**src/hw/pwt_pkg.sv**
```systemverilog
/*
 * Shared constants and types of the pulse-width trim link: pulse timing,
 * frame layout, function and parameter codes, controller register map.
 * Assumes a single 250 MHz clock on both ends of the link.
 */
`default_nettype none

package pwt_pkg;

    // ==================================================================
    // clock and pulse timing
    localparam int CLK_PERIOD_NS  = 4;
    localparam int ZERO_MIN_NS    = 50;
    localparam int ZERO_MAX_NS    = 10000;
    localparam int ONE_MIN_NS     = 50000;
    localparam int GAP_MIN_NS     = 10000;
    // least times round up, so glitches below the 0-bit minimum never count
    localparam int ZERO_MIN_CYC   = (ZERO_MIN_NS + CLK_PERIOD_NS - 1) / CLK_PERIOD_NS;
    // fixed split point halfway into the undefined band
    localparam int ONE_THRESH_NS  = (ZERO_MAX_NS + ONE_MIN_NS) / 2;
    localparam int ONE_THRESH_CYC = ONE_THRESH_NS / CLK_PERIOD_NS;
    // widths the controller sends, inside the legal windows with margin
    localparam int SEND_ZERO_NS   = 1000;
    localparam int SEND_ONE_NS    = 60000;
    localparam int SEND_GAP_NS    = 20000;
    localparam int SEND_ZERO_CYC  = SEND_ZERO_NS / CLK_PERIOD_NS;
    localparam int SEND_ONE_CYC   = (SEND_ONE_NS + CLK_PERIOD_NS - 1) / CLK_PERIOD_NS;
    localparam int SEND_GAP_CYC   = (SEND_GAP_NS + CLK_PERIOD_NS - 1) / CLK_PERIOD_NS;
    localparam int CNT_W          = 16;

    // ==================================================================
    // frame layout, first sent bit at the top of the shift register
    localparam int              FRAME_W     = 38;
    localparam logic [11:0]     START_CODE  = 12'h801;
    localparam logic [11:0]     END_CODE    = 12'h7FE;
    localparam logic [1:0]      SEP_CODE    = 2'h2;
    localparam int              START_MSB   = 37;
    localparam int              FUNC_MSB    = 25;
    localparam int              PARAM_MSB   = 23;
    localparam int              SEP_MSB     = 21;
    localparam int              VALUE_MSB   = 19;
    localparam int              END_MSB     = 11;
    localparam int              READ_BITS   = 8;

    localparam logic [1:0]      FN_SENSE    = 2'h0;
    localparam logic [1:0]      FN_SIM      = 2'h1;
    localparam logic [1:0]      FN_PROG     = 2'h2;
    localparam logic [1:0]      FN_READ     = 2'h3;
    localparam logic [1:0]      PAR_GAIN2   = 2'h0;
    localparam logic [1:0]      PAR_GAIN1   = 2'h1;
    localparam logic [1:0]      PAR_OFFSET  = 2'h2;
    localparam logic [1:0]      PAR_MISC    = 2'h3;
    localparam int              MISC_MASTER = 0;
    localparam int              MISC_TEST   = 1;
    localparam int              MISC_PARITY = 2;

    // ==================================================================
    // controller registers over APB
    localparam logic [7:0]      REG_CTRL    = 8'h00;
    localparam logic [7:0]      REG_WORD_LO = 8'h04;
    localparam logic [7:0]      REG_WORD_HI = 8'h08;
    localparam logic [7:0]      REG_STATUS  = 8'h0C;
    localparam int              CTRL_SEND   = 0;
    localparam int              CTRL_READ   = 1;
    localparam int              STAT_BUSY   = 0;
    localparam int              STAT_BYTE   = 8;

    typedef enum logic [1:0] {
        HS_IDLE = 2'b00,
        HS_HIGH = 2'b01,
        HS_LOW  = 2'b10
    } pwt_host_state_t;

endpackage

`default_nettype wire

```
**src/hw/pwt_if.sv**
```systemverilog
/*
 * The single programming wire and the read-back pin between controller and
 * device. The bench resolves any shared analog use of the read-back pin.
 */
`default_nettype none

interface pwt_if;
    logic serial_pulse_input;
    logic filter_readback_pin;
    logic readback_drive_en;

    modport device (
        input  serial_pulse_input,
        output filter_readback_pin,
        output readback_drive_en
    );
    modport host (
        output serial_pulse_input,
        input  filter_readback_pin,
        input  readback_drive_en
    );
endinterface

`default_nettype wire

```
**src/hw/pwt_device.sv**
```systemverilog
/*
 * Device end: pulse-width decoder, 38-bit frame receiver, volatile trim
 * registers, fuse model with blow switch, fuse read-back shifter.
 * Assumes serial_pulse_input is synchronous to clk_i.
 */
// The APB register port and the placing of the registers were decided locally.
`default_nettype none


module pwt_device
    import pwt_pkg::*;
#(
    parameter int ONE_THRESH = ONE_THRESH_CYC
) (
    input  wire logic       clk_i,
    input  wire logic       rst_n_i,
    pwt_if.device           link,
    output logic [2:0]      gain2_o,
    output logic [6:0]      gain1_o,
    output logic [7:0]      offset_o,
    output logic            master_blown_o,
    output logic            test_fuse_o,
    output logic            parity_fuse_o,
    output logic            blow_active_o,
    output logic            read_active_o,
    output logic            frame_ok_o,
    output logic [1:0]      frame_func_o
);

    localparam logic [CNT_W-1:0] MIN_W   = CNT_W'(ZERO_MIN_CYC);
    localparam logic [CNT_W-1:0] THR_W   = CNT_W'(ONE_THRESH);
    localparam logic [CNT_W-1:0] SAT_W   = {CNT_W{1'b1}};
    localparam logic [2:0]       LAST_RD = 3'(READ_BITS - 1);

    // ==================================================================
    // pulse width measurement
    logic                   pin_q_ff;
    logic [CNT_W-1:0]       width_ff;
    logic                   rise;
    logic                   fall;
    logic                   bit_ok;
    logic                   bit_val;

    assign rise    = link.serial_pulse_input & ~pin_q_ff;
    assign fall    = ~link.serial_pulse_input & pin_q_ff;
    assign bit_ok  = fall & (width_ff >= MIN_W);
    assign bit_val = width_ff >= THR_W;

    always_ff @(posedge clk_i or negedge rst_n_i) begin
        if (!rst_n_i) begin
            pin_q_ff <= 1'b0;
        end else begin
            pin_q_ff <= link.serial_pulse_input;
        end
    end

    // counter saturates, so very long 1-bits stay 1-bits
    always_ff @(posedge clk_i or negedge rst_n_i) begin
        if (!rst_n_i) begin
            width_ff <= '0;
        end else if (rise) begin
            width_ff <= CNT_W'(1);
        end else if (link.serial_pulse_input && width_ff != SAT_W) begin
            width_ff <= width_ff + CNT_W'(1);
        end
    end

    // ==================================================================
    // receive shift register and frame match
    logic [FRAME_W-1:0]     rx_ff;
    logic                   shifted_ff;
    logic                   frame_hit;
    logic                   decode;
    logic [1:0]             func;
    logic [1:0]             param;
    logic [7:0]             value;
    logic                   one_hot;

    always_ff @(posedge clk_i or negedge rst_n_i) begin
        if (!rst_n_i) begin
            rx_ff      <= '0;
            shifted_ff <= 1'b0;
        end else begin
            shifted_ff <= bit_ok;
            if (bit_ok) begin
                rx_ff <= {rx_ff[FRAME_W-2:0], bit_val};
            end
        end
    end

    // tested on every bit, so no word boundary is needed
    assign frame_hit = (rx_ff[START_MSB -: 12] == START_CODE)
                     & (rx_ff[SEP_MSB -: 2] == SEP_CODE)
                     & (rx_ff[END_MSB -: 12] == END_CODE);
    assign decode    = shifted_ff & frame_hit;
    assign func      = rx_ff[FUNC_MSB -: 2];
    assign param     = rx_ff[PARAM_MSB -: 2];
    assign value     = rx_ff[VALUE_MSB -: 8];
    assign one_hot   = (value != 8'h00) && ((value & (value - 8'h01)) == 8'h00);

    always_ff @(posedge clk_i or negedge rst_n_i) begin
        if (!rst_n_i) begin
            frame_ok_o   <= 1'b0;
            frame_func_o <= 2'h0;
        end else begin
            frame_ok_o <= decode;
            if (decode) begin
                frame_func_o <= func;
            end
        end
    end

    // ==================================================================
    // volatile trim registers
    logic [2:0]             gain2_ff;
    logic [6:0]             gain1_ff;
    logic [7:0]             offset_ff;
    logic                   sim_load;

    assign sim_load = decode & (func == FN_SIM) & ~master_blown_o;

    always_ff @(posedge clk_i or negedge rst_n_i) begin
        if (!rst_n_i) begin
            gain2_ff  <= '0;
            gain1_ff  <= '0;
            offset_ff <= '0;
        end else if (sim_load) begin
            case (param)
                PAR_GAIN2:  gain2_ff  <= value[2:0];
                PAR_GAIN1:  gain1_ff  <= value[6:0];
                PAR_OFFSET: offset_ff <= value;
                default:    gain2_ff  <= gain2_ff;
            endcase
        end
    end

    // ==================================================================
    // fuse model and blow switch
    logic [2:0]             f_gain2_ff;
    logic [6:0]             f_gain1_ff;
    logic [7:0]             f_offset_ff;
    logic [2:0]             f_misc_ff;
    logic                   blow_on;

    // level, not event: drops as soon as a new bit breaks the match
    assign blow_on = frame_hit & (func == FN_PROG) & one_hot
                   & ~master_blown_o;

    // fuses are modelled as flops that start intact at power-up
    always_ff @(posedge clk_i or negedge rst_n_i) begin
        if (!rst_n_i) begin
            f_gain2_ff  <= '0;
            f_gain1_ff  <= '0;
            f_offset_ff <= '0;
            f_misc_ff   <= '0;
        end else if (blow_on) begin
            case (param)
                PAR_GAIN2:  f_gain2_ff  <= f_gain2_ff | value[2:0];
                PAR_GAIN1:  f_gain1_ff  <= f_gain1_ff | value[6:0];
                PAR_OFFSET: f_offset_ff <= f_offset_ff | value;
                PAR_MISC:   f_misc_ff   <= f_misc_ff | value[2:0];
                default:    f_misc_ff   <= f_misc_ff;
            endcase
        end
    end

    assign master_blown_o = f_misc_ff[MISC_MASTER];
    assign test_fuse_o    = f_misc_ff[MISC_TEST];
    assign parity_fuse_o  = f_misc_ff[MISC_PARITY];
    assign blow_active_o  = blow_on;

    // ==================================================================
    // active parameter selection
    always_ff @(posedge clk_i or negedge rst_n_i) begin
        if (!rst_n_i) begin
            gain2_o  <= '0;
            gain1_o  <= '0;
            offset_o <= '0;
        end else if (master_blown_o) begin
            gain2_o  <= f_gain2_ff;
            gain1_o  <= f_gain1_ff;
            offset_o <= f_offset_ff;
        end else begin
            gain2_o  <= gain2_ff;
            gain1_o  <= gain1_ff;
            offset_o <= offset_ff;
        end
    end

    // ==================================================================
    // fuse read-back
    logic [7:0]             rd_sr_ff;
    logic [2:0]             rd_cnt_ff;
    logic [7:0]             rd_src;

    always_comb begin
        case (param)
            PAR_GAIN2:  rd_src = {5'h00, f_gain2_ff};
            PAR_GAIN1:  rd_src = {1'b0, f_gain1_ff};
            PAR_OFFSET: rd_src = f_offset_ff;
            default:    rd_src = {5'h00, f_misc_ff};
        endcase
    end

    // load comes a cycle after the fall that ends the frame, never clashes
    always_ff @(posedge clk_i or negedge rst_n_i) begin
        if (!rst_n_i) begin
            rd_sr_ff      <= '0;
            rd_cnt_ff     <= '0;
            read_active_o <= 1'b0;
        end else if (decode && func == FN_READ) begin
            rd_sr_ff      <= rd_src;
            rd_cnt_ff     <= '0;
            read_active_o <= 1'b1;
        end else if (fall && read_active_o) begin
            if (rd_cnt_ff == LAST_RD) begin
                read_active_o <= 1'b0;
            end else begin
                rd_sr_ff  <= {rd_sr_ff[6:0], 1'b0};
                rd_cnt_ff <= rd_cnt_ff + 3'h1;
            end
        end
    end

    assign link.filter_readback_pin = read_active_o & rd_sr_ff[7];
    assign link.readback_drive_en   = read_active_o;

endmodule

`default_nettype wire

```
**src/flat_wrapper.sv**
```systemverilog
// flat-port wrapper written by rule: the top's interface ports become plain ports
module pwt_device_flat import pwt_pkg::*;
#(
    parameter int ONE_THRESH = ONE_THRESH_CYC
)
  (clk_i, rst_n_i, gain2_o, gain1_o, offset_o, master_blown_o, test_fuse_o, parity_fuse_o, blow_active_o, read_active_o, frame_ok_o, frame_func_o, link_serial_pulse_input, link_filter_readback_pin, link_readback_drive_en);
  pwt_if link_i ();
  input  wire logic clk_i;
  input  wire logic rst_n_i;
  output logic [2:0] gain2_o;
  output logic [6:0] gain1_o;
  output logic [7:0] offset_o;
  output logic master_blown_o;
  output logic test_fuse_o;
  output logic parity_fuse_o;
  output logic blow_active_o;
  output logic read_active_o;
  output logic frame_ok_o;
  output logic [1:0] frame_func_o;
  input wire logic [$bits(link_i.serial_pulse_input)-1:0] link_serial_pulse_input;
  output wire logic [$bits(link_i.filter_readback_pin)-1:0] link_filter_readback_pin;
  output wire logic [$bits(link_i.readback_drive_en)-1:0] link_readback_drive_en;
  assign link_i.serial_pulse_input = link_serial_pulse_input;
  assign link_filter_readback_pin = link_i.filter_readback_pin;
  assign link_readback_drive_en = link_i.readback_drive_en;
  pwt_device #(.ONE_THRESH(ONE_THRESH)) u_core (.clk_i(clk_i), .rst_n_i(rst_n_i), .link(link_i), .gain2_o(gain2_o), .gain1_o(gain1_o), .offset_o(offset_o), .master_blown_o(master_blown_o), .test_fuse_o(test_fuse_o), .parity_fuse_o(parity_fuse_o), .blow_active_o(blow_active_o), .read_active_o(read_active_o), .frame_ok_o(frame_ok_o), .frame_func_o(frame_func_o));
endmodule
```
**config.mk**
```make
export PLATFORM = sky130hd
export DESIGN_NAME = pwt_device_flat
export DESIGN_NICKNAME = d
export VERILOG_FILES = /design/src/hw/pwt_pkg.sv /design/src/hw/pwt_if.sv /design/src/hw/pwt_device.sv /design/src/flat_wrapper.sv
export SDC_FILE = /design/constraint.sdc
export NUM_CORES = 1
export LEC_CHECK = 0
export BUFFER_PORTS_ARGS = -buffer_cell sky130_fd_sc_hd__buf_4
export CAP_MARGIN = 20
export CORE_MARGIN = 1.5
export CORE_UTILIZATION = 50
export DETAILED_ROUTE_END_ITERATION = 6
export PLACE_DENSITY_LB_ADDON = 0.2
export SYNTH_ARGS = -nofsm -noshare
export SYNTH_HDL_FRONTEND = slang
export SYNTH_SLANG_ARGS = --single-unit
```
**constraint.sdc**
```tcl
create_clock -name clk_i -period 2.7 [get_ports clk_i]
set_input_delay 0.135 -clock clk_i [delete_from_list [all_inputs] [get_ports clk_i]]
set_output_delay 0.135 -clock clk_i [all_outputs]
set_load 0.01 [all_outputs]
```
==> run summary <==
=========================================================================================
Outcome .................................................................... finished clean
Die outline area ...........................................................    11700 um2
Placement-stage worst setup slack ..........................................       317 ps
Number of cells in the design after placement ..............................          581
Overall fraction of global-route tracks in use .............................        0.191
Post-route ant nets ........................................................            0
Max Cap Viol ...............................................................            0
CTS tree ...................................................................          yes
Number of endpoints failing setup at the final stage .......................            0
Adder and majority cell fraction of the synthesized area ...................       0.0131
Start-to-end type of the worst setup path ..................................      reg2out
Hold Fails Final Rpt .......................................................            0
Final cell utilization of the core .........................................        0.605
Post-synthesis average cell area ...........................................     13.2 um2
Total number of vias .......................................................         3368
Class of the tightest hold or removal check ................................     in2async
Number of antenna repair diodes ............................................            0
Final worst path period need ...............................................      2460 ps
Xor and xnor fraction of the mapped netlist area ...........................       0.0142
CTS Root Cell ..............................................................     clkbuf_8
Growth of design area from synthesis to finish .............................        18.1%
Leakage dissipation ........................................................      3.34 nW
Number of DRC violations after detailed-routing iteration 0 ................          176
RR Startpoint .............................................................. u_core.rx_ff[36]
HPWL after DPL .............................................................      6630 um
Arr. time, crit path .......................................................      2320 ps
Total negative slack for setup checks ......................................         0 ps
Overall die height .........................................................       108 um
Number of buffers on the longest clock path ................................            2
Kind of launch point of the worst setup path ...............................    flip-flop
Critical Path Fanout Max ...................................................            3
Cts bufs inserted ..........................................................           17
Design Area, Final .........................................................     6560 um2
Worst-margin pin slew ......................................................       750 ps
Mapped cell area ...........................................................     5550 um2
Chip Width .................................................................       108 um
Number of enable flip-flop cells after synthesis ...........................            0
Largest family of logic cells by synthesized area .......................... multiplexers
Final weighted congestion in routability-driven placement ..................        0.777
Final Power ................................................................      4.27 mW
Placed inst area ...........................................................     5930 um2
Primary flip-flop cell chosen by synthesis mapping .........................      dfrtp_1
Clock tree sinks ...........................................................          128
Flop-to-flop setup slack ...................................................       320 ps
Clock latency at the later pin of the worst-skew pair ......................       520 ps
Critical Path Sink ......................................................... blow_active_o
Syn Inst Count .............................................................          420
Remaining routing DRC violations ...........................................            0
Count of input and output buffers ..........................................           30
Filler-free cell count of the finished design ..............................          616
RSZ-0062 raised after global routing .......................................           no
Row count ..................................................................           38
Largest net degree at the start of global routing ..........................           61
H-tree levels ..............................................................            4
Area share of the leading cell type in the synthesized netlist .............        0.577
Post-detailed-route via-to-cell ratio ......................................         5.47
Wire length of the first global-routing pass ...............................     16900 um
Area of the core region ....................................................    10800 um2
Top post-synthesis cells by area ........................................... dfrtp_1 58%, mux2_2 15%, a21o_1 2.3%
Post-synthesis share of cell area spent on and, or, nand and nor gates .....        0.104
Cell area power density ....................................................   651 nW/um2
Highest achievable clock rate ..............................................      407 MHz
Startpoint of the most critical setup path ................................. u_core.rx_ff[36]
Number of iterations in the first detailed-routing pass ....................            5
GR Overflow Total ..........................................................            0
Initial antenna violation count ............................................            0
End of the worst register-to-register path ................................. u_core.offset_ff[7]
Number of slew-limit violations in the final report ........................            0
IO Pins ....................................................................           31
Headroom to the max-slew limit .............................................        0.500
Sequential-to-total area share from yosys stat .............................        0.577
Post-Route WL ..............................................................     10000 um
Layout cells sized above 1 .................................................        0.345
Post-route worst setup slack ...............................................       241 ps
DR WL/cell .................................................................      16.3 um
Kind of end point of the critical path .....................................  output port
Share of cell area taken by muxes after synthesis ..........................        0.192
Proportion of register bits with asynchronous set or reset after synthesis .         1.00
Critical path required time ................................................      2570 ps
Top cells by instance count after synthesis ................................ 128 x dfrtp_1, 76 x mux2_2, 20 x nor2_1
Nets .......................................................................          471
Tightest hold margin .......................................................       230 ps
Clock transition at the registers of the reported paths ....................        60 ps
Synth Net Count ............................................................          428
Yosys cell types ...........................................................           53
Skew final .................................................................      5.09 ps
Post-synthesis compound-gate area fraction .................................       0.0728
Most instantiated library cell after synthesis .............................      dfrtp_1
Post-route clock period utilization ........................................        0.911
Largest voltage drop on the vdd net ........................................       304 uV
Number of global-route vias before repair ..................................         3432
Effective utilization at floorplan .........................................        0.512
Cell taking the most area after synthesis ..................................      dfrtp_1
Flip-flop and latch count after synthesis ..................................          128
Synthesis warning total ....................................................            0
Worst-case reg-to-reg path depth ...........................................            5
=========================================================================================
==> worst min path at each step <==
stage | start | to | cells after the start
2_1_floorplan | rst_n_i | u_core.f_gain1_ff[0] | 0
3_3_place_gp | rst_n_i | u_core.gain2_o[2] | 1
3_5_place_dp | rst_n_i | u_core.gain2_o[2] | 1
4_1_cts | rst_n_i | u_core.gain2_o[2] | 2
5_1_grt | rst_n_i | u_core.gain2_o[2] | 2
6_report | rst_n_i | u_core.gain2_o[2] | 2
==> metal layers <==
| metal | wire (um) | global-route usage |
|---|---|---|
| met1 | 4640 | 0.253 |
| met2 | 4930 | 0.302 |
| met3 | 330 | 0.0579 |
| met4 | 131 | 0.0620 |
| met5 | 0 | 0 |
==> registers in the layout, indices dropped and copies added (netlist names) <==
register and flops:
u_core.frame_ok_o 1, u_core.pin_q_ff 1, u_core.gain2_o 3, u_core.offset_ff 8, u_core.width_ff 16, u_core.gain1_ff 7
u_core.frame_func_o 2, u_core.rd_sr_ff 8, u_core.shifted_ff 1, u_core.link.readback_drive_en 1, u_core.offset_o 8, u_core.f_offset_ff 8
u_core.f_gain2_ff 3, u_core.f_gain1_ff 7, u_core.f_misc_ff 3, u_core.gain2_ff 3, u_core.rd_cnt_ff 3, u_core.gain1_o 7
u_core.rx_ff 38
==> cells by family (layout without fill, tap and decap cells) <==
group	Yosys count	count (layout)
AND/OR/NAND/NOR	100	100
buffers and inverters	29	85
multiplexers	93	93
AO/OA/AOI/OAI	55	55
adder cells (fa/ha/maj)	6	6
XOR/XNOR	9	9
flip-flops	128	128
==> area by class of cell <==
class | count | area, um2
timing repair buffer | 44 | 348
clock inverter | 11 | 138
fill | 874 | 4280
multi-input combinational | 263 | 2210
inverter | 9 | 33.8
clock buffer | 21 | 449
tap | 140 | 175
sequential | 128 | 3200
==> layout by cell type, fill, tap and decap left out, drive strengths merged, types with 5 or more instances in the layout <==
cell / synthesis / layout
inv: 9 / 9
ha: 5 / 5
and3: 5 / 5
nor3: 7 / 7
o21ai: 8 / 8
mux2: 78 / 78
a21o: 17 / 17
buf: 9 / 42
a21oi: 8 / 8
dfrtp: 128 / 128
nor2b: 7 / 7
nand4: 12 / 12
mux2i: 12 / 12
clkbuf: 11 / 21
xor2: 7 / 7
clkinv: 0 / 5
nand2: 16 / 16
nor2: 23 / 23
==> worst max-delay path, cell delays in order (launching register included) <==
cell     delay (ps)
dfrtp_1         380
or4b_1          560
nor4_2          250
nand4_1         280
nor2_4          210
buf_4           140
==> report_power, final <==
part	switching [mW]	internal, mW
Sequential	0.0166	1.93
Combinational	0.0636	0.0256
Clock	0.791	1.44
Total	0.871	3.40
==> timing repair <==
| action | in CTS | in global routing |
|---|---|---|
| gates resized for setup | 1 | 1 |
| hold buffers | 2 | 0 |
| buffers inserted | 0 | 1 |
| endpoints found under the hold margin | 62 | 0 |
| setup endpoints to repair | 1 | 1 |
| pin swaps | 0 | 2 |
Power figures use the tool's default switching activity.
